### src/verilog/acc_pkg.sv
// shared constants, field layouts and carrier types of the comparator control block
package acc_pkg;

    // ======================================================================
    // input multiplexer
    // ======================================================================
    localparam int          N_CH       = 8;
    localparam int          SEL_W      = 4;
    localparam logic [3:0]  SEL_INT    = 4'h8;  // positive: regulator, negative: ground
    localparam logic [3:0]  SEL_RST    = 4'hF;  // no connection

    // ======================================================================
    // response time and hysteresis
    // ======================================================================
    localparam int          RESP_W     = 2;
    localparam logic [1:0]  RESP_RST   = 2'h2;
    localparam int          HYST_W     = 2;
    localparam logic [1:0]  HYST_OFF   = 2'h0;
    localparam logic [1:0]  HYST_5MV   = 2'h1;
    localparam logic [1:0]  HYST_10MV  = 2'h2;
    localparam logic [1:0]  HYST_20MV  = 2'h3;

    // ======================================================================
    // reset values of the held state
    // ======================================================================
    localparam logic        EN_RST     = 1'b0;
    localparam logic        FLAG_RST   = 1'b0;
    localparam logic        OUT_RST    = 1'b0;
    localparam logic [1:0]  RST_SYNC_0 = 2'h0;

    // ======================================================================
    // carriers
    // ======================================================================
    typedef struct packed {
        logic                en;
        logic [SEL_W-1:0]    pos_input_select;
        logic [SEL_W-1:0]    neg_input_select;
        logic [RESP_W-1:0]   resp_mode;
        logic [HYST_W-1:0]   pos_hysteresis_field;
        logic [HYST_W-1:0]   neg_hysteresis_field;
        logic                rising_irq_enable;
        logic                falling_irq_enable;
    } acc_cfg_t;

    typedef struct packed {
        logic                pwr_en;
        logic [N_CH-1:0]     pos_ch;
        logic                pos_ldo;
        logic [N_CH-1:0]     neg_ch;
        logic                neg_gnd;
        logic [RESP_W-1:0]   resp_mode;
        logic [HYST_W-1:0]   hyst_pos;
        logic [HYST_W-1:0]   hyst_neg;
    } acc_ana_t;

    localparam acc_ana_t ANA_RST = '{pwr_en: EN_RST, pos_ch: '0, pos_ldo: 1'b0, neg_ch: '0,
                                     neg_gnd: 1'b0, resp_mode: RESP_RST, hyst_pos: HYST_OFF,
                                     hyst_neg: HYST_OFF};

    typedef struct packed {
        acc_ana_t            ana;
        logic                out_q;
        logic                rise_q;
        logic                fall_q;
    } acc_st_t;

    typedef struct packed {
        logic                s1;
        logic                s2;
        logic                prev;
    } acc_sync_st_t;

endpackage : acc_pkg

### src/verilog/acc_mux_dec.sv
// decoder from a multiplexer code to one-hot channel and internal-node selects
`timescale 1ns/1ps
module acc_mux_dec
    import acc_pkg::*;
#(
    parameter int N = acc_pkg::N_CH
) (
    input  wire logic [acc_pkg::SEL_W-1:0] sel,
    output logic      [N-1:0]              ch,
    output logic                           int_sel
);
    import acc_pkg::*;

    // ======================================================================
    // per channel decode
    // ======================================================================
    genvar i;
    generate
        for (i = 0; i < N; i++) begin : g_ch
            assign ch[i] = (sel == SEL_W'(i));
        end
    endgenerate

    // codes above the internal node select nothing
    assign int_sel = (sel == SEL_INT);

endmodule : acc_mux_dec

### src/verilog/acc_sync.sv
// two-stage synchroniser of the raw comparator level with edge detection
`timescale 1ns/1ps
module acc_sync
    import acc_pkg::*;
(
    input  wire logic clk,
    input  wire logic rst_n,
    input  wire logic ce,
    input  wire logic din,
    output logic      level,
    output logic      rise,
    output logic      fall
);
    import acc_pkg::*;

    acc_sync_st_t st_q;
    acc_sync_st_t st_d;

    // ======================================================================
    // next state
    // ======================================================================
    always_comb begin
        st_d      = st_q;
        st_d.s1   = din;
        st_d.s2   = st_q.s1;
        st_d.prev = st_q.s2;
    end

    always_ff @(posedge clk or negedge rst_n) begin
        if (!rst_n) begin
            st_q <= '0;
        end else if (ce) begin
            st_q <= st_d;
        end
    end

    assign level = st_q.s2;
    assign rise  = st_q.s2 & ~st_q.prev;
    assign fall  = ~st_q.s2 & st_q.prev;
endmodule : acc_sync

### src/verilog/acc_top.sv
// control and status logic around the analog comparator
//
// Operation
// positive select: channels 0-7, regulator, none
// negative select: channels 0-7, ground, none
// synchronised and raw outputs both provided
// raw output works without system clock
// disabled comparator drives outputs low
// software selects response time mode
// negative hysteresis: 20, 10, 5 mV, off
// positive hysteresis selected the same way
// falling edge sets falling flag
// rising edge sets rising flag
// flags stay set until software clears
// rising flag gated by rising enable
// falling flag gated by falling enable
// status bit shows current output state
// enable bit powers comparator on or off
// software clears flags after setting changes
// edges and output use two-stage synchroniser
// request is OR of flag AND enable
`timescale 1ns/1ps
module acc_top
    import acc_pkg::*;
(
    input  wire logic             CLK_SYS,
    input  wire logic             RST_B,
    input  wire logic             CE,
    input  wire acc_pkg::acc_cfg_t CFG,
    input  wire logic             RISE_CLR,
    input  wire logic             FALL_CLR,
    input  wire logic             CMP_RAW,
    output acc_pkg::acc_ana_t     ANA,
    output logic                  SYNC_OUT,
    output logic                  RAW_OUT,
    output logic                  OUT_STATE,
    output logic                  RISE_FLAG,
    output logic                  FALL_FLAG,
    output logic                  IRQ
);
    import acc_pkg::*;

    // ======================================================================
    // reset release
    // ======================================================================
    logic [1:0]      rst_sync_q;
    logic            rst_n;

    always_ff @(posedge CLK_SYS or negedge RST_B) begin
        if (!RST_B) begin
            rst_sync_q <= RST_SYNC_0;
        end else begin
            rst_sync_q <= {rst_sync_q[0], 1'b1};
        end
    end

    assign rst_n = rst_sync_q[1];

    // ======================================================================
    // declarations
    // ======================================================================
    acc_st_t         st_q;
    acc_st_t         st_d;
    logic [N_CH-1:0] pos_ch;
    logic            pos_ldo;
    logic [N_CH-1:0] neg_ch;
    logic            neg_gnd;
    logic            cmp_level;
    logic            cmp_rise;
    logic            cmp_fall;
    logic            en_q;

    assign en_q = st_q.ana.pwr_en;

    // ======================================================================
    // input multiplexer decode
    // ======================================================================
    acc_mux_dec #(
        .N       (N_CH)
    ) u_pos_dec (
        .sel     (CFG.pos_input_select),
        .ch      (pos_ch),
        .int_sel (pos_ldo)
    );

    acc_mux_dec #(
        .N       (N_CH)
    ) u_neg_dec (
        .sel     (CFG.neg_input_select),
        .ch      (neg_ch),
        .int_sel (neg_gnd)
    );

    // ======================================================================
    // comparator result synchroniser
    // ======================================================================
    acc_sync u_sync (
        .clk     (CLK_SYS),
        .rst_n   (rst_n),
        .ce      (CE),
        .din     (CMP_RAW),
        .level   (cmp_level),
        .rise    (cmp_rise),
        .fall    (cmp_fall)
    );

    // ======================================================================
    // next state
    // ======================================================================
    always_comb begin
        st_d                = st_q;
        st_d.ana.pwr_en     = CFG.en;
        st_d.ana.pos_ch     = pos_ch;
        st_d.ana.pos_ldo    = pos_ldo;
        st_d.ana.neg_ch     = neg_ch;
        st_d.ana.neg_gnd    = neg_gnd;
        st_d.ana.resp_mode  = CFG.resp_mode;
        st_d.ana.hyst_neg   = CFG.neg_hysteresis_field;
        st_d.ana.hyst_pos   = CFG.pos_hysteresis_field;
        // registered copy of the synchronised level, held low while off
        st_d.out_q          = cmp_level & en_q;
        // flags cleared only by software or reset; a same-cycle edge beats the clear
        if (RISE_CLR) begin
            st_d.rise_q = 1'b0;
        end
        if (FALL_CLR) begin
            st_d.fall_q = 1'b0;
        end
        if (en_q && cmp_rise) begin
            st_d.rise_q = 1'b1;
        end
        if (en_q && cmp_fall) begin
            st_d.fall_q = 1'b1;
        end
    end

    always_ff @(posedge CLK_SYS or negedge rst_n) begin
        if (!rst_n) begin
            st_q <= '{ana: ANA_RST, out_q: OUT_RST, rise_q: FLAG_RST, fall_q: FLAG_RST};
        end else if (CE) begin
            st_q <= st_d;
        end
    end

    // ======================================================================
    // outputs
    // ======================================================================
    assign ANA       = st_q.ana;
    assign SYNC_OUT  = st_q.out_q;
    // raw path bypasses the synchroniser, gated only by the registered enable, so it keeps working with the clock stopped
    assign RAW_OUT   = CMP_RAW & en_q;
    assign OUT_STATE = st_q.out_q;
    assign RISE_FLAG = st_q.rise_q;
    assign FALL_FLAG = st_q.fall_q;
    assign IRQ       = (st_q.rise_q & CFG.rising_irq_enable)
                     | (st_q.fall_q & CFG.falling_irq_enable);
endmodule : acc_top

### config.mk
export PLATFORM = sky130hd
export DESIGN_NAME = acc_top
export DESIGN_NICKNAME = d
export VERILOG_FILES = /design/src/verilog/acc_pkg.sv /design/src/verilog/acc_mux_dec.sv /design/src/verilog/acc_sync.sv /design/src/verilog/acc_top.sv
export SDC_FILE = /design/constraint.sdc
export NUM_CORES = 1
export LEC_CHECK = 0
export BUFFER_PORTS_ARGS = -buffer_cell sky130_fd_sc_hd__buf_2
export CORE_UTILIZATION = 44
export DETAILED_ROUTE_END_ITERATION = 6
export GPL_TIMING_DRIVEN = 1
export PLACE_DENSITY = 0.73
export SYNTH_ARGS = -nofsm -noshare
export SYNTH_HDL_FRONTEND = slang
export SYNTH_SLANG_ARGS = --single-unit
### constraint.sdc
create_clock -name CLK_SYS -period 2.9 [get_ports CLK_SYS]
set_input_delay 0.145 -clock CLK_SYS [delete_from_list [all_inputs] [get_ports CLK_SYS]]
set_output_delay 0.145 -clock CLK_SYS [all_outputs]
set_load 0.02 [all_outputs]
==> metrics.md <==
| Metric | Value |
|---|---|
| Row count | 20 |
| GP Congestion | around 0.8 |
| Detailed-route via count | roughly 1000 |
| Wire per inst | between 10 and 15 µm |
| CP required | about 2.8 ns |
| Critical path arrival | 1.15 ns |
| CTS tree | built |
| Leakage | around 0.00094 µW |
| Pwr/cell area | ~520 nW/µm² |
| Status | finished, final reports clean |
| Flop pwr share | a little under three fifths |
| Filler instances | 277 |
| Async S/R FF share, synth | 100% |
| F_max | slightly below 800 MHz |
| Worst Path Max Fanout | 3 |
| Num Clock Sinks | 33 |
| Synth Register Bits | 33 |
| Post-layout nets | 188 |
| Peak supply drop | between 0.0002 and 0.0003 V |
| Combinational power share | a little under a fifth |
| Final setup violation count | 0 |
| Clk root buf | clkbuf_4 |
| Clock transition at path regs | 0.09 ns |
| First-pass GRT wire length | 4290 µm |
| Crit start category | flip-flop |
| Slowest stage delay, CP | just over 0.4 ns |
| CTS Buf Count | 5 |
| Critical Path Sink Type | output pin |
| Pwr Total | approximately 920 µW |
| N_diodes | 0 |
| Int Power | 664 µW |
| Post-detailed-route DRC marker count | 0 |
| Setup Fix Bufs, Post-CTS | 0 |
| DRT Wirelength | roughly 2600 µm |
| Die X | about 59 µm |
| Worst slew pin tran | between 0.8 and 0.9 ns |
| Sw power | ~260 µW |
| First DRT Iteration DRCs | 40 |
| Clk_lat worst skew | between 0.3 and 0.4 ns |
| Relative slew slack | between 40% and 50% |
| Syn-to-layout area delta | 23.6% |
| Aggregate global routing overflow | 0 |
| Routed vias/inst | 4.97 |
| Final slew viol count | 0 |
| Synth Cell Area | 1420 µm² |
| Largest net degree at the start of global routing | between 50 and 60 |
| H-tree depth | 2 |
| Post-route ant nets | 0 |
| Ports | 54 |
| Minimum clock period | approximately 1.3 ns |
| Mapped Cells | between 100 and 150 |
| Syn avg cell area | between 10 and 15 µm² |
| Worst Skew | 0.00652 ns |
| Final worst-path cycle share | between 40% and 50% |
| Register area share after synthesis | around three fifths |
| Share of cells above drive strength 1 | 50.6% |
| Crit-path cells | a22o_1 -> buf_2 |
| Initial antenna violation count | 0 |
| Post-synth EDFFs | 0 |
| Sw Share | 27.9% |
| Global Route Usage Sum | between 15 and 20% |
| Max Cap Viol | 0 |
| Fin worst setup slack | roughly 1.6 ns |
| Critical Path Slowest Stage Cell | dfrtp_1 |
| Hpwl dp | approximately 1900 µm |
| Clock power frac | roughly a quarter |
| # port buffers | 53 |
| Mapped Nets | 132 |
| Setup WS pre-CTS | between 1.5 and 2 ns |
| Initial DRT Pass Iterations | 2 |
| Initial core utilization | 46.5% |
| Netlist cell types | 22 |
| RSZ-0062 raised after global routing | no |
| Die Ht | between 50 and 60 µm |
| Setup tns final | 0 ns |
| Final hold vios | 0 |
| Clk buf depth | 2 |
| Worst hold path class | in2reg |
| Crit path kind | reg2out |
| Core area | between 3000 and 4000 µm² |
| Ys flop type | dfrtp_1 |
| Full die area | 3460 µm² |
| Yosys Warn Count | 0 |
| Number of global-route vias before repair | between 900 and 1000 |
==> synthesized netlist by cell type, drive strengths merged (2+ instances only) <==
master   n  area share (%)
a31o    12             7.4
a32o     2             1.4
a41o     4             2.8
buf      7             4.3
dfrtp   32              56
mux2    11             8.7
nand2    3            0.79
nor2     4             1.1
nor2b   23              10
==> critical path: cells and delay by family (launching register included) <==
family | cells | cell delay (ns)
flip-flops | 1 | 0.41
AO/OA/AOI/OAI | 1 | 0.26
buffers and inverters | 1 | 0.16
==> flip-flops by register name (all words and copies together) (netlist names) <==
register,flops
u_sync.st_d,1
u_sync.st_q,1
en_q,1
u_sync.level,1
RISE_FLAG,1
rst_sync_q,2
ANA,24
FALL_FLAG,1
OUT_STATE,1
==> layout make-up <==
cell class / instances / area (µm²) / area share [%]
Clock buffer: 8 / 48.8 / 2.78
Multi-Input combinational cell: 68 / 527 / 30.0
Sequential cell: 33 / 827 / 47.1
Inverter: 1 / 3.75 / 0.214
Tap cell: 44 / 55.1 / 3.14
Timing Repair Buffer: 56 / 293 / 16.7
==> power groups by stage <==
| stage | sequential [µW] | combinational (µW) | clock (µW) |
|---|---|---|---|
| after floorplan | 559 | 78.6 | 0 |
| after global placement | 527 | 164 | 0 |
| after detailed placement | 530 | 167 | 0 |
| after CTS | 521 | 169 | 245 |
| after global routing | 526 | 182 | 278 |
| final | 520 | 169 | 232 |
==> cell usage in the layout (no fill, tap or decap) <==
master | netlist | layout
mux2_2 | 11 | 11
nor2b_1 | 23 | 23
inv_1 | 1 | 1
o41ai_2 | 1 | 1
a22o_1 | 1 | 1
a31o_2 | 12 | 12
conb_1 | 1 | 1
nand2b_1 | 1 | 1
and2_1 | 1 | 1
and2b_1 | 1 | 1
o21ai_0 | 1 | 1
buf_4 | 3 | 1
dfstp_2 | 1 | 1
clkbuf_4 | 0 | 5
nor2_1 | 4 | 4
nand2_1 | 3 | 3
clkbuf_1 | 0 | 3
nor4b_1 | 1 | 1
dlygate4sd3_1 | 0 | 2
nand3_1 | 1 | 1
dfrtp_1 | 32 | 32
a41o_1 | 4 | 4
buf_2 | 1 | 53
a32o_1 | 2 | 2
==> routing by layer <==
metal  share of wire, %  GRT usage (%)
met4                1.5           6.12
met5                  0              0
met2                 45           25.5
met3                6.9           7.47
met1                 47           22.6
==> cells by family (layout without fill, tap and decap cells) <==
| kind of cell | count (synthesis) | count (layout) | synth area share [%] |
|---|---|---|---|
| AO/OA/AOI/OAI | 21 | 21 | 13.8 |
| buffers and inverters | 8 | 65 | 4.58 |
| flip-flops | 33 | 33 | 58.3 |
| multiplexers | 11 | 11 | 8.73 |
| other | 1 | 1 | 0.264 |
| AND/OR/NAND/NOR | 35 | 35 | 14.4 |
==> path summary, 6_finish.rpt <==
check | start | end | slack, ns | cells after the start
hold / removal | CFG[7] | ANA[5] | 0.05 | 2
max in group asynchronous | rst_sync_q[1] | ANA[8] | 2.00 | 1
min in group asynchronous | RST_B | rst_sync_q[0] | 0.13 | 2
setup reg to reg | u_sync.level | RISE_FLAG | 1.96 | 2
hold reg to reg | rst_sync_q[1] | ANA[15] | 0.25 | 0
setup / recovery | RISE_FLAG | IRQ | 1.61 | 2
==> metrics by stage <==
step	instance area [µm²]	std cells	hold WS, ns	utilization, %
after global placement	1690	200	-0.0680	55.2
after detailed placement	1690	200	-0.0677	55.2
after floorplan	1420	109	-0.151	-
final	1750	210	0.0499	57.5
after global routing	1750	210	0.0126	57.5
after CTS	1740	209	0.00936	57.1
==> what timing repair did <==
item                                   in CTS  in global routing
endpoints found under the hold margin       2                  1
hold buffers                                1                  1
gates resized for setup                     0                  0
Power figures use the tool's default switching activity.
